## config.mk

```make
export PLATFORM = sky130hd
export DESIGN_NAME = ipmu_top
export DESIGN_NICKNAME = d
export VERILOG_FILES = /design/src/ipmu_pkg.sv /design/src/ipmu_top.sv
export VERILOG_INCLUDE_DIRS = /design/src
export SDC_FILE = /design/constraint.sdc
export NUM_CORES = 1
export LEC_CHECK = 0
export BUFFER_PORTS_ARGS = -buffer_cell sky130_fd_sc_hd__buf_2
export CAP_MARGIN = 10
export CORE_ASPECT_RATIO = 1.1
export CORE_MARGIN = 5
export CORE_UTILIZATION = 47
export DETAILED_ROUTE_END_ITERATION = 12
export PLACE_DENSITY = 0.77
export SYNTH_ARGS = -nofsm -noshare
export SYNTH_HDL_FRONTEND = slang
export SYNTH_SLANG_ARGS = --single-unit
```

## constraint.sdc

```tcl
create_clock -name sys_clk_i -period 2.6 [get_ports sys_clk_i]
set_clock_uncertainty 0.2 [all_clocks]
set_input_delay 0.26 -clock sys_clk_i [delete_from_list [all_inputs] [get_ports sys_clk_i]]
set_output_delay 0.26 -clock sys_clk_i [all_outputs]
set_load 0.005 [all_outputs]
```

## src/ipmu_cfg.svh

```systemverilog
// Constants of the interrupt priority and masking unit: offsets, fields, resets.
// Assumes a 10 MHz system clock and 32-bit APB access with word-aligned offsets.
// Behaviour
// - Vector slot sits at vector times four (advanced) or times two (normal).
// - Serial port 0 sources use vectors 52..55, sharing one priority bit.
// - Serial port 1 sources use vectors 56..59, sharing another priority bit.
// - Vector address forms the low 16 bits of the fetch address.
// - User mask enable 1 gates with global flag only; 0 with both.
// - Nonmaskable request always accepted except in reset or standby.
// - A source whose enable bit is 0 makes no request.
// - Request forwarded only when condition present and enable bit is 1.
// - Highest level wins; ties by vector order; others stay pending.
// - Enable 1: global flag 1 blocks maskables, 0 allows; level 1 first.
// - Masked requests stay pending while present and are served later.
// - Enable 0: level 0 masked whenever global flag is 1.
// - Enable 0: level 1 masked only when both flags are 1.
// - Enable 0, global flag 0: selected request accepted at any level.
// - Enable 0, global 1, user 0: only level 1 and nonmaskable accepted.
// - Register A 20h, B 00h lifts external pair 2 and 3 above others.
// - Exception sequence starts only after the current instruction ends.
// - Sequence stacks program counter and condition register; PC is resume address.
// - Enable 1: sequence sets global mask flag after stacking.
// - Enable 0: sequence sets both mask flags after stacking.
// - Vector address formed; handler address loaded and executed from.
// - Default order: smaller vector wins; only maskables reorderable.
// - Nonmaskable uses vector 7 and ranks above all.
`ifndef IPMU_CFG_SVH
`define IPMU_CFG_SVH

`define IPMU_OFS_SYSCTL 12'h000
`define IPMU_OFS_PRIA 12'h004
`define IPMU_OFS_PRIB 12'h008
`define IPMU_OFS_CCR 12'h00C
`define IPMU_OFS_EN_LO 12'h010
`define IPMU_OFS_EN_HI 12'h014
`define IPMU_OFS_STATUS 12'h018

`define IPMU_SYSCTL_UE_BIT 3
`define IPMU_SYSCTL_ADV_BIT 1
`define IPMU_SYSCTL_RST 8'h0A
`define IPMU_CCR_I_BIT 7
`define IPMU_CCR_UI_BIT 6
`define IPMU_PRI_RST 8'h00

`define IPMU_VEC_NMI 6'h07
`define IPMU_VEC_FIRST 12
`define IPMU_VEC_LAST 59
`define IPMU_NSRC 48
// Bit v set where vector v has a maskable source; vector 7 is nmi, all others reserved
`define IPMU_VEC_VALID 64'h0FF0_0FF7_7793_F000
`define IPMU_SP_STEP 24'h000004

`endif

```

## src/ipmu_pkg.sv

```systemverilog
// Types of the interrupt priority and masking unit.
// Assumes ipmu_cfg.svh is compiled alongside.
package ipmu_pkg;
    typedef enum logic [2:0] {
        IPMU_IDLE = 3'b000,
        IPMU_OFFER = 3'b001,
        IPMU_PUSH = 3'b010,
        IPMU_MASK = 3'b011,
        IPMU_FETCH = 3'b100,
        IPMU_JUMP = 3'b101
    } ipmu_state_t;
    typedef logic [5:0] ipmu_vec_t;
    typedef logic [23:0] ipmu_addr_t;
endpackage : ipmu_pkg

```

## src/ipmu_top.sv

```systemverilog
// Interrupt priority selection, masking and exception entry sequencer.
// Assumes source conditions and the nmi pulse come from logic on sys_clk_i.
//
// Our own choices: the placing of the registers and register access over APB.
`timescale 1ns/100ps
`default_nettype none
`include "ipmu_cfg.svh"

module ipmu_top (
    // Clock and reset
    input wire logic sys_clk_i,
    input wire logic rst_n_i,
    // APB slave
    input wire logic psel_i,
    input wire logic penable_i,
    input wire logic pwrite_i,
    input wire logic [11:0] paddr_i,
    input wire logic [31:0] pwdata_i,
    output logic [31:0] prdata_o,
    output logic pready_o,
    output logic pslverr_o,
    // Interrupt sources, index is vector minus 12
    input wire logic [`IPMU_NSRC-1:0] src_cond_i,
    input wire logic nmi_i,
    input wire logic stby_i,
    // Core side
    input wire logic instr_end_i,
    input wire ipmu_pkg::ipmu_addr_t ret_pc_i,
    input wire ipmu_pkg::ipmu_addr_t sp_i,
    output logic irq_req_o,
    output ipmu_pkg::ipmu_vec_t irq_vec_o,
    output logic mask_i_o,
    output logic mask_ui_o,
    output logic pc_load_o,
    output ipmu_pkg::ipmu_addr_t pc_value_o,
    // Memory port for stacking and vector fetch
    output logic mem_req_o,
    output logic mem_we_o,
    output ipmu_pkg::ipmu_addr_t mem_addr_o,
    output logic [31:0] mem_wdata_o,
    input wire logic mem_ack_i,
    input wire logic [31:0] mem_rdata_i
);
    import ipmu_pkg::*;

    ipmu_state_t state;
    logic [7:0] sysctl;
    logic [7:0] pri_a;
    logic [7:0] pri_b;
    logic [31:0] en_lo;
    logic [15:0] en_hi;
    logic nmi_pend;
    logic [63:0] en_vec;
    logic [63:0] pend;
    logic hit_lvl1;
    logic hit_lvl0;
    ipmu_vec_t vec_lvl1;
    ipmu_vec_t vec_lvl0;
    ipmu_vec_t next_vec;
    logic next_ok;
    logic allow_lvl0;
    logic allow_lvl1;
    logic ue;
    logic adv;
    logic apb_wr;
    logic apb_rd;
    logic addr_hit;
    logic [15:0] vec_addr;
    // Literal held as a constant so that single bits can be selected
    localparam logic [63:0] VEC_VALID = `IPMU_VEC_VALID;

    assign ue = sysctl[`IPMU_SYSCTL_UE_BIT];
    assign adv = sysctl[`IPMU_SYSCTL_ADV_BIT];
    assign apb_wr = psel_i & penable_i & pready_o & pwrite_i;
    assign apb_rd = psel_i & penable_i & ~pready_o & ~pwrite_i;

    // Priority bit that governs vector v; unlisted vectors stay at level 0
    function automatic logic level_of(input int v, input logic [7:0] a, input logic [7:0] b);
        logic r;
        r = 1'b0;
        if (v == 12) begin
            r = a[7];
        end else if (v == 13) begin
            r = a[6];
        end else if (v >= 14 && v <= 15) begin
            r = a[5];
        end else if (v >= 16 && v <= 17) begin
            r = a[4];
        end else if (v >= 20 && v <= 23) begin
            r = a[3];
        end else if (v >= 24 && v <= 27) begin
            r = a[2];
        end else if (v >= 28 && v <= 31) begin
            r = a[1];
        end else if (v >= 32 && v <= 35) begin
            r = a[0];
        end else if (v >= 36 && v <= 39) begin
            r = b[7];
        end else if (v >= 40 && v <= 43) begin
            r = b[6];
        end else if (v >= 52 && v <= 55) begin
            r = b[3];
        end else if (v >= 56 && v <= 59) begin
            r = b[2];
        end
        return r;
    endfunction

    // Per-vector request: condition, enable and a real source behind it
    genvar gv;
    generate
        for (gv = 0; gv < 64; gv++) begin : g_pend
            if (gv >= `IPMU_VEC_FIRST && gv <= `IPMU_VEC_LAST) begin : g_src
                if (gv < 44) begin : g_lo
                    assign en_vec[gv] = en_lo[gv-12];
                end else begin : g_hi
                    assign en_vec[gv] = en_hi[gv-44];
                end
                assign pend[gv] = src_cond_i[gv-12] & en_vec[gv] & VEC_VALID[gv];
            end else begin : g_none
                assign en_vec[gv] = 1'b0;
                assign pend[gv] = 1'b0;
            end
        end
    endgenerate

    // Walk downward so the smallest pending vector is kept per level
    always_comb begin
        hit_lvl1 = 1'b0;
        hit_lvl0 = 1'b0;
        vec_lvl1 = 6'h00;
        vec_lvl0 = 6'h00;
        for (int v = `IPMU_VEC_LAST; v >= `IPMU_VEC_FIRST; v--) begin
            if (pend[v] && level_of(v, pri_a, pri_b)) begin
                hit_lvl1 = 1'b1;
                vec_lvl1 = 6'(v);
            end else if (pend[v]) begin
                hit_lvl0 = 1'b1;
                vec_lvl0 = 6'(v);
            end
        end
    end

    // Level 1 never loses to level 0; masked levels simply wait
    assign allow_lvl0 = ~mask_i_o;
    assign allow_lvl1 = ue ? ~mask_i_o : ~(mask_i_o & mask_ui_o);

    always_comb begin
        next_ok = 1'b0;
        next_vec = 6'h00;
        if (nmi_pend) begin
            next_ok = 1'b1;
            next_vec = `IPMU_VEC_NMI;
        end else if (hit_lvl1) begin
            next_ok = allow_lvl1;
            next_vec = vec_lvl1;
        end else if (hit_lvl0) begin
            next_ok = allow_lvl0;
            next_vec = vec_lvl0;
        end
    end

    assign vec_addr = adv ? {8'h00, irq_vec_o, 2'b00} : {9'h000, irq_vec_o, 1'b0};

    // Nmi pending latch; a new pulse wins over the clear on acceptance
    always_ff @(posedge sys_clk_i or negedge rst_n_i) begin
        if (!rst_n_i) begin
            nmi_pend <= 1'b0;
        end else if (stby_i) begin
            nmi_pend <= 1'b0;
        end else if (nmi_i) begin
            nmi_pend <= 1'b1;
        end else if (state == IPMU_OFFER && instr_end_i && irq_vec_o == `IPMU_VEC_NMI) begin
            nmi_pend <= 1'b0;
        end
    end

    // Exception entry sequencer
    always_ff @(posedge sys_clk_i or negedge rst_n_i) begin
        if (!rst_n_i) begin
            state <= IPMU_IDLE;
            irq_req_o <= 1'b0;
            irq_vec_o <= 6'h00;
            mem_req_o <= 1'b0;
            mem_we_o <= 1'b0;
            mem_addr_o <= 24'h000000;
            mem_wdata_o <= 32'h00000000;
            pc_load_o <= 1'b0;
            pc_value_o <= 24'h000000;
        end else if (stby_i) begin
            state <= IPMU_IDLE;
            irq_req_o <= 1'b0;
            mem_req_o <= 1'b0;
            pc_load_o <= 1'b0;
        end else begin
            unique case (state)
                IPMU_IDLE: begin
                    pc_load_o <= 1'b0;
                    if (next_ok) begin
                        irq_req_o <= 1'b1;
                        irq_vec_o <= next_vec;
                        state <= IPMU_OFFER;
                    end
                end
                IPMU_OFFER: begin
                    // Held until the instruction boundary, even if a better source turns up
                    if (instr_end_i) begin
                        irq_req_o <= 1'b0;
                        mem_req_o <= 1'b1;
                        mem_we_o <= 1'b1;
                        mem_addr_o <= sp_i - `IPMU_SP_STEP;
                        mem_wdata_o <= {6'h00, mask_i_o, mask_ui_o, ret_pc_i};
                        state <= IPMU_PUSH;
                    end
                end
                IPMU_PUSH: begin
                    if (mem_ack_i) begin
                        mem_req_o <= 1'b0;
                        mem_we_o <= 1'b0;
                        state <= IPMU_MASK;
                    end
                end
                IPMU_MASK: begin
                    mem_req_o <= 1'b1;
                    mem_addr_o <= {8'h00, vec_addr};
                    state <= IPMU_FETCH;
                end
                IPMU_FETCH: begin
                    if (mem_ack_i) begin
                        mem_req_o <= 1'b0;
                        pc_load_o <= 1'b1;
                        pc_value_o <= adv ? mem_rdata_i[23:0] : {8'h00, mem_rdata_i[15:0]};
                        state <= IPMU_JUMP;
                    end
                end
                IPMU_JUMP: begin
                    pc_load_o <= 1'b0;
                    state <= IPMU_IDLE;
                end
                default: begin
                    state <= IPMU_IDLE;
                end
            endcase
        end
    end

    // Mask flags; the sequence setting them wins over a software write
    always_ff @(posedge sys_clk_i or negedge rst_n_i) begin
        if (!rst_n_i) begin
            mask_i_o <= 1'b1;
            mask_ui_o <= 1'b0;
        end else if (state == IPMU_MASK) begin
            mask_i_o <= 1'b1;
            if (!ue) begin
                mask_ui_o <= 1'b1;
            end
        end else if (apb_wr && paddr_i == `IPMU_OFS_CCR) begin
            mask_i_o <= pwdata_i[`IPMU_CCR_I_BIT];
            mask_ui_o <= pwdata_i[`IPMU_CCR_UI_BIT];
        end
    end

    // Configuration registers
    always_ff @(posedge sys_clk_i or negedge rst_n_i) begin
        if (!rst_n_i) begin
            sysctl <= `IPMU_SYSCTL_RST;
            pri_a <= `IPMU_PRI_RST;
            pri_b <= `IPMU_PRI_RST;
            en_lo <= 32'h00000000;
            en_hi <= 16'h0000;
        end else if (apb_wr) begin
            unique case (paddr_i)
                `IPMU_OFS_SYSCTL: sysctl <= pwdata_i[7:0];
                `IPMU_OFS_PRIA: pri_a <= pwdata_i[7:0];
                `IPMU_OFS_PRIB: pri_b <= pwdata_i[7:0];
                `IPMU_OFS_EN_LO: en_lo <= pwdata_i;
                `IPMU_OFS_EN_HI: en_hi <= pwdata_i[15:0];
                default: begin
                end
            endcase
        end
    end

    always_comb begin
        unique case (paddr_i)
            `IPMU_OFS_SYSCTL,
            `IPMU_OFS_PRIA,
            `IPMU_OFS_PRIB,
            `IPMU_OFS_CCR,
            `IPMU_OFS_EN_LO,
            `IPMU_OFS_EN_HI,
            `IPMU_OFS_STATUS: addr_hit = 1'b1;
            default: addr_hit = 1'b0;
        endcase
    end

    // One wait state so every bus output leaves a flip-flop
    always_ff @(posedge sys_clk_i or negedge rst_n_i) begin
        if (!rst_n_i) begin
            pready_o <= 1'b0;
            pslverr_o <= 1'b0;
            prdata_o <= 32'h00000000;
        end else begin
            pready_o <= psel_i & penable_i & ~pready_o;
            pslverr_o <= psel_i & penable_i & ~pready_o & ~addr_hit;
            prdata_o <= 32'h00000000;
            if (apb_rd) begin
                unique case (paddr_i)
                    `IPMU_OFS_SYSCTL: prdata_o <= {24'h000000, sysctl};
                    `IPMU_OFS_PRIA: prdata_o <= {24'h000000, pri_a};
                    `IPMU_OFS_PRIB: prdata_o <= {24'h000000, pri_b};
                    `IPMU_OFS_CCR: prdata_o <= {24'h000000, mask_i_o, mask_ui_o, 6'h00};
                    `IPMU_OFS_EN_LO: prdata_o <= en_lo;
                    `IPMU_OFS_EN_HI: prdata_o <= {16'h0000, en_hi};
                    `IPMU_OFS_STATUS: prdata_o <= {16'h0000, 5'h00, state, nmi_pend,
                        next_ok, next_vec};
                    default: prdata_o <= 32'h00000000;
                endcase
            end
        end
    end

    property p_req_hold;
        @(posedge sys_clk_i) disable iff (!rst_n_i)
        (irq_req_o && !instr_end_i && !stby_i) |=> (irq_req_o && $stable(irq_vec_o));
    endproperty
    a_req_hold: assert property (p_req_hold) else $error("request dropped early");

    property p_no_reserved;
        @(posedge sys_clk_i) disable iff (!rst_n_i)
        irq_req_o |-> (irq_vec_o == `IPMU_VEC_NMI || VEC_VALID[irq_vec_o]);
    endproperty
    a_no_reserved: assert property (p_no_reserved) else $error("reserved vector offered");

    property p_nmi_taken;
        @(posedge sys_clk_i) disable iff (!rst_n_i)
        (state == IPMU_IDLE && nmi_pend && !stby_i) |=> (irq_req_o && irq_vec_o == 6'h07);
    endproperty
    a_nmi_taken: assert property (p_nmi_taken) else $error("nmi not offered");

    property p_lvl0_masked;
        @(posedge sys_clk_i) disable iff (!rst_n_i)
        (state == IPMU_IDLE && !nmi_pend && mask_i_o && !hit_lvl1) |=> !irq_req_o;
    endproperty
    a_lvl0_masked: assert property (p_lvl0_masked) else $error("level 0 passed mask");

    property p_lvl1_masked;
        @(posedge sys_clk_i) disable iff (!rst_n_i)
        (state == IPMU_IDLE && !nmi_pend && mask_i_o && (ue || mask_ui_o)) |=> !irq_req_o;
    endproperty
    a_lvl1_masked: assert property (p_lvl1_masked) else $error("masked request offered");

    property p_lvl1_pass;
        @(posedge sys_clk_i) disable iff (!rst_n_i)
        (state == IPMU_IDLE && !stby_i && !nmi_pend && hit_lvl1 && !ue && !mask_ui_o)
            |=> (irq_req_o && irq_vec_o == $past(vec_lvl1));
    endproperty
    a_lvl1_pass: assert property (p_lvl1_pass) else $error("level 1 held wrongly");

    property p_wait_boundary;
        @(posedge sys_clk_i) disable iff (!rst_n_i)
        (state == IPMU_OFFER && !instr_end_i) |=> !mem_req_o;
    endproperty
    a_wait_boundary: assert property (p_wait_boundary) else $error("sequence before boundary");

    property p_stack;
        @(posedge sys_clk_i) disable iff (!rst_n_i)
        (state == IPMU_OFFER && instr_end_i && !stby_i)
            |=> (mem_req_o && mem_we_o && mem_wdata_o[23:0] == $past(ret_pc_i)
                && mem_addr_o == $past(sp_i) - 24'h000004);
    endproperty
    a_stack: assert property (p_stack) else $error("bad stack write");

    property p_flags_set;
        @(posedge sys_clk_i) disable iff (!rst_n_i)
        (state == IPMU_MASK && !stby_i) |=> (mask_i_o && (ue || mask_ui_o));
    endproperty
    a_flags_set: assert property (p_flags_set) else $error("mask flags not set");

    property p_vec_addr;
        @(posedge sys_clk_i) disable iff (!rst_n_i)
        (state == IPMU_MASK && !stby_i) |=> (mem_addr_o[23:16] == 8'h00
            && mem_addr_o[15:0] == (adv ? 16'(irq_vec_o) * 16'h0004 : 16'(irq_vec_o) * 16'h0002));
    endproperty
    a_vec_addr: assert property (p_vec_addr) else $error("bad vector address");

    property p_jump;
        @(posedge sys_clk_i) disable iff (!rst_n_i)
        (state == IPMU_FETCH && mem_ack_i && !stby_i) |=> (pc_load_o ##1 !pc_load_o);
    endproperty
    a_jump: assert property (p_jump) else $error("handler not loaded once");

endmodule // ipmu_top
`default_nettype wire

```

==> Yosys cells after proc, flatten, opt, wreduce, memory -nomap -nowiden <==
Index checks and enable logic that the tools add are counted.
{ "totals": {"rom_bits": 0, "input_bits": 181, "reg_bits": 196, "output_inout_bits": 126, "mem_count": 0, "ramBits": 0, "latch_bits": 0} }
{ "classes": {"n_eq_ne": 20, "add_sub_neg": 1, "n_div": 0, "bitwise_logic": 46, "order_cmp": 0, "mul": 0, "n_mux": 238, "n_reduce_logical": 63, "n_shift": 0} }
{ "ops": {"columns": ["op", "count"], "rows": [
  ["6-bit two-way mux", 102],
  ["32-bit one-hot mux with 7 select lines", 1],
  ["1-bit two-way mux", 120],
  ["24-bit two-way mux", 2],
  ["24-bit one-hot mux with 2 select lines", 1],
  ["1-bit AND", 40],
  ["12-bit by 5-bit equality test with 1-bit output (second input constant)", 3],
  ["1-bit logical AND", 36],
  ["32-bit two-way mux", 1],
  ["12-bit by 4-bit equality test with 1-bit output (second input constant)", 2],
  ["24-bit by 3-bit subtractor with 24-bit output (second input constant)", 1],
  ["3-bit AND reduction", 6],
  ["3-bit two-way mux", 5],
  ["3-bit one-hot mux with 5 select lines", 1],
  ["2-bit AND reduction", 7],
  ["12-bit by 3-bit equality test with 1-bit output (second input constant)", 1],
  ["12-bit zero test", 1],
  ["3-bit != test (second input constant)", 4],
  ["3-bit nonzero test", 3],
  ["8-bit two-way mux", 1],
  ["4-bit AND reduction", 2],
  ["7-bit OR reduction", 1],
  ["3-bit by 2-bit equality test with 1-bit output (second input constant)", 2],
  ["3-bit equality test (second input constant)", 2],
  ["other kinds (11)", 23]
]} }

==> Logic depth before layout (Yosys ltp) <==
Gate-level depths: netlist (run 1).
{ "logic_depth": {"depth_word": 73, "ltp_mapped": 9, "depth_no_buf": 7} }

==> Worst setup path before layout (run 1) <==
Ideal clock, no wire load.
{ "synth_path": {"path_type": "in2reg", "start": "input port paddr_i[7]", "end": "register en_hi[10]", "setup_ps": 125, "arrival_time_ps": 2337, "n_path_buf": 2, "cell_stages": 8, "slack_ps": -62, "required_ps": 2275, "cell_sequence": "or4_4 -> nor4_4 -> nand2_1 -> or2_1 -> buf_6 -> nor3_4 -> buf_6 -> mux2_2"} }
{ "synth_between": {"elab_chain_len": 2} }
{ "synth_rtl": {"columns": ["element", "line", "rtl"], "rows": [
  ["start: declaration", "ipmu_top.sv:17", "input wire logic [11:0] paddr_i,"],
  ["12-bit by 5-bit equality test with 1-bit output", "ipmu_top.sv:272", "unique case (paddr_i)"],
  ["2-bit AND reduction (no line)", null, null],
  ["end signal: assignment", "ipmu_top.sv:277", "`IPMU_OFS_EN_HI: en_hi <= pwdata_i[15:0];"],
  ["end: declaration", "ipmu_top.sv:51", "logic [15:0] en_hi;"]
]} }
No other way between the ends.
A chain may end at the register's enable or synchronous reset.

==> Final worst setup path (run 1) <==
{ "layout_path": {"start": "register en_lo[17]", "end": "register prdata_o[3]"} }
{ "layout_between": {"elab_chain_len": 32, "elab_cells_between_ends": 85} }
{ "layout_rtl": {"columns": ["element", "line", "rtl"], "rows": [
  ["start: declaration", "ipmu_top.sv:50", "logic [31:0] en_lo;"],
  ["start signal: assignment", "ipmu_top.sv:276", "`IPMU_OFS_EN_LO: en_lo <= pwdata_i;"],
  ["1-bit AND (*)", "ipmu_top.sv:119", "assign pend[gv] = src_cond_i[gv-12] & en_vec[gv] & VEC_VALID[gv];"],
  ["6-bit two-way mux, or another cell as far along", "ipmu_top.sv:137", "end else if (pend[v]) begin"],
  ["6-bit two-way mux / 1-bit two-way mux (equally long branches)", "ipmu_top.sv:134", "if (pend[v] && level_of(v, pri_a, pri_b)) begin"],
  ["6-bit two-way mux / 1-bit two-way mux (equally long branches)", "ipmu_top.sv:137", null],
  ["6-bit two-way mux / 1-bit two-way mux (equally long branches)", "ipmu_top.sv:134", null],
  ["6-bit two-way mux / 1-bit two-way mux (equally long branches)", "ipmu_top.sv:137", null],
  ["6-bit two-way mux / 1-bit two-way mux (equally long branches)", "ipmu_top.sv:134", null],
  ["6-bit two-way mux / 1-bit two-way mux (equally long branches)", "ipmu_top.sv:137", null],
  ["[... 16 more ...]", null, null],
  ["6-bit two-way mux / 1-bit two-way mux (equally long branches)", "ipmu_top.sv:134", null],
  ["6-bit two-way mux / 1-bit two-way mux (equally long branches)", "ipmu_top.sv:137", null],
  ["6-bit two-way mux / 1-bit two-way mux (equally long branches)", "ipmu_top.sv:134", null],
  ["6-bit two-way mux", "ipmu_top.sv:157", "end else if (hit_lvl0) begin"],
  ["6-bit two-way mux (*)", "ipmu_top.sv:154", "end else if (hit_lvl1) begin"],
  ["6-bit two-way mux (*)", "ipmu_top.sv:151", "if (nmi_pend) begin"],
  ["32-bit one-hot mux with 7 select lines (*)", "ipmu_top.sv:308", "unique case (paddr_i)"],
  ["32-bit two-way mux (*)", "ipmu_top.sv:307", "if (apb_rd) begin"],
  ["end signal: assignment", "ipmu_top.sv:309", "`IPMU_OFS_SYSCTL: prdata_o <= {24'h000000, sysctl};"],
  ["end signal: assignment", "ipmu_top.sv:310", "`IPMU_OFS_PRIA: prdata_o <= {24'h000000, pri_a};"],
  ["end signal: assignment", "ipmu_top.sv:311", "`IPMU_OFS_PRIB: prdata_o <= {24'h000000, pri_b};"],
  ["end: declaration", "ipmu_top.sv:19", "output logic [31:0] prdata_o,"]
]} }
Mark *: on every way between the ends. The rest lies on a longest branch, timed or not.

==> results of run 1 <==
## worst max-delay path by stage
stage,from,to,slack [ns],cells past startpoint
floorplan,paddr_i[7],en_hi[10],-0.02,8
global placement,paddr_i[7],en_lo[21],-0.18,7
detailed placement,paddr_i[7],en_lo[14],-0.19,7
CTS,en_lo[13],prdata_o[3],0.002,8
global route,en_lo[17],prdata_o[3],-0.02,8
finish,en_lo[17],prdata_o[3],0.03,8
## worst max-delay path: stages, from the launching register on
cell,delay (ns)
dfrtp_1,0.40
a22oi_2,0.24
o211ai_1,0.16
or3_4,0.39
or3b_2,0.48
a221oi_2,0.29
buf_4,0.15
a21oi_1,0.07
nor2_1,0.10
## kinds of logic (layout without fill, tap and decap cells)
logic type | count (synthesis) | in the layout | share of synthesized area
adders and majority gates | 1 | 1 | 0.00128
AOI/OAI and AO/OA | 222 | 222 | 0.155
muxes | 128 | 128 | 0.145
buffers and inverters | 70 | 569 | 0.0331
xor gates and xnor gates | 18 | 18 | 0.0162
DFF | 196 | 196 | 0.503
and+or+nand+nor | 271 | 271 | 0.146
other | 1 | 7 | 0.000384
## report_power, final
part           leakage [nW]  switching, mW  internal [mW]
sequential             2.61          0.198           3.34
combinational          4.19          0.566          0.645
clock                 0.299           1.36           1.40
## Yosys cell counts, types with 8 or more instances
cell type	number
nor3_1	18
mux2i_1	19
clkbuf_1	31
mux2_2	108
a21oi_1	43
o22ai_1	12
a22oi_1	22
nand3_1	27
o21ai_0	51
xor2_1	14
and3_1	27
nor2_1	55
buf_4	10
nand3b_1	9
dfrtp_1	193
inv_1	18
a22o_1	22
o211ai_1	8
nand2_1	82
## sequential cells by signal, indices dropped and copies added (netlist names)
name,flops
pc_value_o,24
pc_load_o,1
mem_req_o,1
mask_ui_o,1
mem_addr_o,24
nmi_pend,1
pslverr_o,1
mask_i_o,1
prdata_o,32
pri_a,8
en_lo,32
irq_req_o,1
irq_vec_o,6
mem_wdata_o,26
pri_b,8
en_hi,16
mem_we_o,1
state,3
pready_o,1
sysctl,8
## layout make-up
cell class | count | share of cell area
Sequential cell | 196 | 0.348
Multi-Input combinational cell | 646 | 0.331
Timing Repair Buffer | 518 | 0.248
Clock buffer | 17 | 0.0301
Tap cell | 256 | 0.0227
Clock inverter | 15 | 0.0149
Inverter | 19 | 0.00505
Antenna cell | 1 | 0.000177
## repair_timing
action                     CTS  global route
setup endpoints to repair   12            15
resized for setup            5            26
hold buffers                97             0
buffers inserted             0             2
cloned                       0             0
hold endpoints to repair   203             0
pin swaps                    1             9
## metal layers
metal | wire (um) | up-vias | GRT usage
li1 | - | 4338 | -
met3 | 2100 | 88 | 0.0505
met1 | 13400 | 4759 | 0.344
met5 | 7 | - | 0
met4 | 1140 | 2 | 0.106
met2 | 17700 | 435 | 0.502
## metrics by stage
stage               setup WS [ns]  hold slack (ns)  TNS [ns]  cell area (um2)  total power, mW
finish                     0.0322           0.0232         0            14100             7.51
global route              -0.0199           0.0242   -0.0369            14100             7.81
CTS                       0.00190          0.00107         0            14000             7.48
detailed placement         -0.194            0.115     -8.53            12400             4.63
global placement           -0.183            0.104     -8.66            12400             4.58
floorplan                 -0.0155           -0.236    -0.476             9780             3.95
==> reports/summary.txt, run 1 <==
Top cell type's share of synthesized area = 0.495
Largest net degree at the start of global routing = 68
CTS Sinks = 196
Arrival @ worst endpoint = 2.74 ns
Worst-Skew Late Latency = 0.44 ns
CP endpoint kind = flop
Max Root-Sink Buffers = 2
Achievable clock frequency = 0.389 GHz
Final hold violation count = 0
Commonest non-fill, non-tap cell in the layout = buf_2
Post-DP HPWL = 24300 um
TritonCTS clock tree = yes
Slew headroom = 0.382
Worst-path maximum fanout = 3
DRC Markers = 0
Async S/R FF share, synth = 1.00
Final setup violation count = 0
Worst-path clk slew = 0.08 ns
Ys flop type = dfrtp_1
Share of cells above drive strength 1 = 0.434
DRT antenna net count = 0
Initial Util = 0.476
Area of the mapped netlist = 0.00976 mm2
Vias/cell = 5.77
Pwr/cell area = 532 mW/mm2
Die height = 161 um
Register area = 0.00491 mm2
P&R area growth vs syn = 44.6%
Hold Startpoint = sp_i[18]
Pins over their slew limit = 0
Yosys warns = 0
Num rows = 55
Routed len/inst = 20.5 um
Area of the die = 0.0238 mm2
Inst Count DP = 1536
Mapped Cells = 907
Yosys reg bits = 196
Leading area contributor after synthesis = dfrtp_1
Reg2reg start = en_lo[17]
Crit path required time = 2.77 ns
CP Launch Type = flop
R2r worst-path depth = 8
Worst Hold Path Cells = 3
Top cells by area, synth = dfrtp_1 49%, mux2_2 12%, nand2_1 3.2%
Total CTS buffers = 17
Average cell area after synthesis = 10.8 um2
Initial antenna violation count = 1
Global-route usage over all layers = 0.283
Max Cap Violations = 0
Die W = 147 um
Fillers = 1505
Via Count = 9622
Worst-Margin Slew = 0.927 ns
FF-to-FF setup slack = 0.03 ns
Final core utilization = 0.688
Leakage = 7.10 nW
Routability cong. = 0.915
Post-synthesis cell type count = 77
Root Buffer = clkbuf_16
Final net count = 1580
Post-synth EDFFs = 0
Post-Layout Cell Count = 1668
First-pass GRT wire length = 53800 um
Core Region = 0.0205 mm2
Peak VDD IR = 0.000416 V
Status = finished clean
Capturing point of the worst reg2reg path = prdata_o[3]
Commonest cells after routing, fill and taps aside = 276 x buf_2, 192 x dfrtp_1, 140 x buf_4
Htree depth = 4
WHS Endpoint = mem_addr_o[18]
Area occupied by multi-input gates = 0.00468 mm2
Tmin final = 2.57 ns
Worst hold path type = input port to flop
Seq/Total Area, Yosys = 0.503
Initial DRC Count = 924
Congestion Overflow GR = 0
Period Utilization, post-route = 0.988
Final WL = 34300 um
Number of global-route vias before repair = 10021
IO buf count = 277
1st-pass router iterations = 5
IO Pins = 307
Setup Crit Path Kind = flop to flop
Note: power is estimated with default switching activity, not from simulation.
==> inputs of run 2 (changes only) <==
Settings changed: ABC_AREA set to 1.
==> reports/summary.txt, run 2 <==
Status = complete, but fails checks
Failing checks = hold timing, setup timing
Tot Pwr = 9.22 mW
CP endpoint kind = flop
Pins over their slew limit = 0
Fillers = 1441
DRT antenna net count = 0
Yosys reg bits = 196
Via Count = 10788
CP dominant cell by count = nand2_1
P&R area growth vs syn = 47.2%
IO Pins = 307
Post-synth EDFFs = 0
Routability cong. = 0.947
Async S/R FF share, synth = 1.00
Worst-Margin Slew = 0.739 ns
CP Launch Type = flop
Unrepaired setup endpoints after global routing = yes
Congestion Overflow GR = 0
Htree depth = 4
Arrival @ worst endpoint = 3.01 ns
Reg2reg start = en_hi[12]
Post-synthesis mux area share = 0.0184
IO buf count = 277
Post-Synth Adder-Cell Area = 0.00128
Total CTS buffers = 17
Vias/cell = 5.43
DRC Markers = 0
Area of the die = 0.0238 mm2
Crit path required time = 2.75 ns
Pwr/cell area = 641 mW/mm2
Largest net degree at the start of global routing = 70
Crit-path slowest cell = dfrtp_1
Capturing point of the worst reg2reg path = prdata_o[0]
Final hold violation count = 1
Synth top cells by count = 447 x nand2_1, 193 x dfrtp_1, 127 x inv_1, 105 x nor2_1, 102 x o21ai_0
CP peak stage delay = 0.42 ns
Worst hold path type = input port to flop
WHS Endpoint = state[0]
Post-synthesis cell type count = 61
Die height = 161 um
Yosys warns = 0
Worst-Skew Late Latency = 0.44 ns
Routed len/inst = 18.5 um
Met2 usage = 0.474
Worst Hold Margin = -0.00150 ns
Post-synthesis compound-gate area fraction = 0.111
Num rows = 55
First-pass GRT wire length = 52600 um
P_sw = 3.18 mW
Hold Startpoint = stby_i
TritonCTS clock tree = yes
Slew headroom = 0.507
Core Region = 0.0205 mm2
Final WL = 36700 um
Internal Power = 6.04 mW
Met1 Usage GRT = 0.326
Tmin final = 2.86 ns
Largest registers = en_lo (32), prdata_o (32), mem_wdata_o (26)
Leakage = 7.56 nW
Number of global-route vias before repair = 10469
Max Cap Violations = 0
Top cells by area, synth = dfrtp_1 49%, nand2_1 17%, o21ai_0 5.2%
Initial antenna violation count = 5
Mapped Cells = 1244
Worst-path maximum fanout = 3
Commonest cells after routing, fill and taps aside = 393 x nand2_1, 276 x buf_2, 189 x dfrtp_1
Clock power share = 0.288
Final net count = 1895
Worst Hold Path Cells = 2
Setup Crit Path Kind = flop to flop
Peak VDD IR = 0.000444 V
Achievable clock frequency = 0.350 GHz
CTS Sinks = 196
Initial DRC Count = 858
FF-to-FF setup slack = -0.26 ns
TNS Setup = -7.80 ns
Seq/Total Area, Yosys = 0.503
Area of the mapped netlist = 0.00977 mm2
Ys flop type = dfrtp_1
Average cell area after synthesis = 7.85 um2
1st-pass router iterations = 7
Worst-path clk slew = 0.08 ns
Post-DP HPWL = 22600 um
Final setup violation count = 45
Post-Synth Simple-Gate Area = 0.276
Largest family of logic cells by synthesized area = simple AND/OR/NAND/NOR gates
Leading area contributor after synthesis = dfrtp_1
Gr busiest metal = met2
Max Root-Sink Buffers = 2
Worst setup margin = -0.260 ns
Sw Ratio = 0.345
Global-route usage over all layers = 0.276
Initial Util = 0.476
Combinational Power Share = 0.273
Synth Area in XOR/XNOR = 0.0126
M3 GR Usage = 0.0586
Commonest non-fill, non-tap cell in the layout = nand2_1
Share of cells above drive strength 1 = 0.352
Die W = 147 um
Reg power frac = 0.439
R2r worst-path depth = 31
Top cell type's share of synthesized area = 0.494
Root Buffer = clkbuf_16
Period Utilization, post-route = 1.10
Most frequent cell after synthesis = nand2_1
-- run 2: final cells by class --
| class | instances | area (um2) | share of cell area |
|---|---|---|---|
| inverter | 138 | 532 | 0.0370 |
| timing repair buffer | 486 | 3350 | 0.233 |
| antenna | 4 | 10.0 | 0.000696 |
| timing repair inverter | 1 | 8.76 | 0.000609 |
| sequential | 196 | 4910 | 0.342 |
| tap | 256 | 320 | 0.0223 |
| clock inverter | 15 | 179 | 0.0124 |
| multi-input combinational | 873 | 4640 | 0.323 |
| clock buffer | 17 | 425 | 0.0296 |
-- run 2: worst max-delay path: cells and delay by family (launching register included) --
family / cells / cell delay, ns
flip-flops: 1 / 0.42
AND/OR/NAND/NOR: 29 / 1.93
buffers and inverters: 1 / 0.05
AO/OA/AOI/OAI: 1 / 0.16
-- run 2: timing repair --
action	CTS	global route
hold buffers	103	0
gates cloned	2	0
setup endpoints to repair	44	54
buffers inserted	23	28
resized for setup	49	143
endpoints found under the hold margin	188	0
pin swaps	5	34
-- run 2: per-stage QoR --
step | util | worst slack [ns] | hold WS (ns) | area (um2) | cells
floorplan | - | 0.117 | -0.236 | 9790 | 1249
global placement | 0.573 | -0.0808 | 0.0920 | 11800 | 1796
detailed placement | 0.573 | -0.188 | 0.0893 | 11800 | 1796
CTS | 0.669 | -0.0278 | 0.00325 | 13700 | 1956
global route | 0.701 | -0.420 | 0.0283 | 14400 | 1985
finish | 0.701 | -0.260 | -0.00150 | 14400 | 1986
-- run 2: kinds of logic (layout without fill, tap and decap cells) --
| logic type | Yosys count | in the layout |
|---|---|---|
| adders and majority gates | 1 | 1 |
| AOI/OAI and AO/OA | 186 | 186 |
| buffers and inverters | 180 | 657 |
| DFF | 196 | 196 |
| muxes | 16 | 16 |
| and+or+nand+nor | 650 | 650 |
| xor gates and xnor gates | 14 | 14 |
| other | 1 | 10 |
-- run 2: worst max-delay path by stage --
stage / from / to / slack, ns / cells past startpoint
global route: en_hi[12] / prdata_o[0] / -0.42 / 31
detailed placement: pri_b[6] / mem_wdata_o[4] / -0.19 / 19
global placement: pri_b[6] / mem_wdata_o[25] / -0.08 / 18
CTS: pri_a[1] / mem_wdata_o[25] / -0.03 / 18
finish: en_hi[12] / prdata_o[0] / -0.26 / 31
floorplan: pri_a[2] / mem_wdata_o[10] / 0.12 / 19
-- run 2: per-layer routing --
| metal | wire [um] | part of all wire |
|---|---|---|
| met3 | 2950 | 0.080 |
| met1 | 13400 | 0.37 |
| met5 | 28 | 0.00076 |
| met2 | 18000 | 0.49 |
| met4 | 2240 | 0.061 |
-- run 2: power by group through the flow --
stage | Clock [mW] | Combinational [mW] | Sequential (mW)
2_1_floorplan | 0 | 0.907 | 3.99
3_3_place_gp | 0 | 1.87 | 3.98
3_5_place_dp | 0 | 1.94 | 4.00
4_1_cts | 2.70 | 2.18 | 3.95
5_1_grt | 2.83 | 2.73 | 4.10
6_report | 2.66 | 2.52 | 4.05
==> inputs of run 3 (changes only) <==
--- a/config.mk
+++ b/config.mk
@@ -12,3 +12,2 @@
 export CORE_ASPECT_RATIO = 1.1
-export CORE_MARGIN = 5
 export CORE_UTILIZATION = 47
@@ -16,2 +15,3 @@
 export PLACE_DENSITY = 0.77
+export RECOVER_POWER = 25
 export SYNTH_ARGS = -nofsm -noshare
==> constraint.sdc (replaced) <==
create_clock -name sys_clk_i -period 2.6 [get_ports sys_clk_i]
set_clock_uncertainty 0.2 [all_clocks]
set_input_delay 0.13 -clock sys_clk_i [delete_from_list [all_inputs] [get_ports sys_clk_i]]
set_output_delay 0.13 -clock sys_clk_i [all_outputs]
set_load 0.005 [all_outputs]
==> reports/summary.txt, run 3 (synthesis results as in run 2) <==
Htree depth = 4
Slew headroom = -0.208
Area of the die = 0.0214 mm2
Unrepaired setup endpoints after global routing = yes
Fillers = 1498
Via Count = 10270
Pwr/cell area = 636 mW/mm2
DRT antenna net count = 0
Congestion Overflow GR = 0
TritonCTS clock tree = yes
Achievable clock frequency = 0.371 GHz
Final setup violation count = 38
Largest net degree at the start of global routing = 72
Setup Crit Path Kind = flop to flop
Top delay family on crit path = simple AND/OR/NAND/NOR gates
Crit path buf inv count = 6
Max Cap Violations = 1
Total CTS buffers = 17
Commonest cells after routing, fill and taps aside = 417 x nand2_1, 276 x buf_2, 189 x dfrtp_1
Die height = 153 um
Die W = 139 um
Num rows = 54
Worst-path maximum fanout = 14
Crit path required time = 2.72 ns
1st-pass router iterations = 6
Initial Util = 0.487
Final net count = 1894
Final WL = 32200 um
Worst path cell trace = inv_2 -> nor2_1 -> inv_1 -> nand2_2 -> nor2_1 -> nand2_1 -> inv_1 -> nand2_2 -> nor3_4 -> o211ai_2 -> nor3_2 -> or2_1 -> inv_2 -> nand3b_4 -> nor2_4 -> clkinv_4 -> buf_12 -> nand2_2 -> nand2_1
DRC Markers = 0
Post-DP HPWL = 21800 um
Root Buffer = clkbuf_16
CP Launch Type = flop
IO buf count = 277
Worst-Margin Slew = 1.81 ns
CP peak stage delay = 0.44 ns
Largest registers = en_lo (32), prdata_o (32), mem_wdata_o (26)
Worst setup margin = -0.0931 ns
Area after DPL = 0.0118 mm2
Worst-path clk slew = 0.08 ns
IO Pins = 307
Final hold violation count = 0
Routability cong. = 0.935
Leakage = 7.45 nW
Status = complete, but fails checks
Initial DRC Count = 715
Worst-Skew Late Latency = 0.44 ns
Number of global-route vias before repair = 10131
Initial antenna violation count = 1
CP endpoint kind = flop
Tot Pwr = 8.91 mW
Vias/cell = 5.19
Fin area = 0.0140 mm2
Period Utilization, post-route = 1.04
Tmin final = 2.69 ns
Arrival @ worst endpoint = 2.82 ns
Max Root-Sink Buffers = 2
CTS Sinks = 196
First-pass GRT wire length = 50400 um
TNS Setup = -1.72 ns
Core Region = 0.0201 mm2
Commonest non-fill, non-tap cell in the layout = nand2_1
Crit-path slowest cell = dfrtp_2
Worst hold path type = input port to flop
Routed len/inst = 16.3 um
CP dominant cell by count = nand2_2
Pins over their slew limit = 72
P&R area growth vs syn = 43.5%
Global-route usage over all layers = 0.302
Share of cells above drive strength 1 = 0.307
Final core utilization = 0.699
Peak VDD IR = 0.000459 V
Failing checks = capacitance limit, slew limit, setup timing
run 3: changes by cell type in the layout (fill, tap and decap cells not counted), sizes merged:
| cell | change |
|---|---|
| buf | -27 |
| dlygate4sd3 | +23 |
| diode | -3 |
| clkinv | -2 |
| clkbuf | +3 |
| clkinvlp | +2 |
run 3: layout make-up:
type	count	area, um2	share of cell area
clock buffers	17	425	0.0303
diodes	1	2.50	0.000178
repair inverters	1	7.51	0.000535
repair buffers	485	3310	0.236
well taps	252	315	0.0225
flip-flops and latches	196	4910	0.350
clock inverters	15	196	0.0140
inverters	138	531	0.0378
multi-input cells	873	4320	0.308
run 3: final timing paths:
check                          startpoint        endpoint  slack [ns]  cells past startpoint
setup reg to reg                 pri_a[0]  mem_wdata_o[7]       -0.09                     19
max in group asynchronous         rst_n_i        pri_a[0]        0.23                      3
hold / removal                    sp_i[3]   mem_addr_o[3]        0.01                      6
min in group asynchronous         rst_n_i   mem_addr_o[9]        0.49                      2
setup / recovery                 pri_a[0]  mem_wdata_o[7]       -0.09                     19
hold reg to reg            pc_value_o[13]  pc_value_o[13]        0.27                      2
run 3: timing repair:
| action | in CTS | in global routing |
|---|---|---|
| gates resized for setup | 19 | 67 |
| setup buffers | 6 | 15 |
| endpoints found under the hold margin | 316 | 0 |
| setup endpoints to repair | 40 | 50 |
| hold buffers | 125 | 0 |
| pin swaps | 7 | 16 |
| gates cloned | 0 | 1 |
run 3: report_power, final:
group          internal, mW  switching (mW)  total [mW]
Sequential             3.58           0.361        3.94
Clock                  1.33            1.40        2.73
Combinational          1.06            1.18        2.24
run 3: stage by stage:
| step | instances | hold WS (ns) | setup WS [ns] |
|---|---|---|---|
| 3_5_place_dp | 1798 | -0.0114 | -0.153 |
| 4_1_cts | 1961 | 0.00383 | -0.0422 |
| 3_3_place_gp | 1798 | -0.00634 | -0.0625 |
| 6_report | 1978 | 0.0134 | -0.0931 |
| 2_1_floorplan | 1249 | -0.366 | 0.117 |
| 5_1_grt | 1978 | 0.0346 | -0.262 |
run 3: metal layers:
metal,vias to the layer above,share of wire,global-route usage
met1,4836,0.39,0.357
met3,103,0.069,0.0680
met2,455,0.50,0.514
li1,4876,-,-
met5,-,0,0
met4,0,0.042,0.156
run 3: worst register-to-register path: cells and delay by family (launching register included):
kind | cells | cell delay, ns
simple gates | 12 | 1.13
buf+inv | 6 | 0.62
flops | 1 | 0.44
compound gates | 1 | 0.19
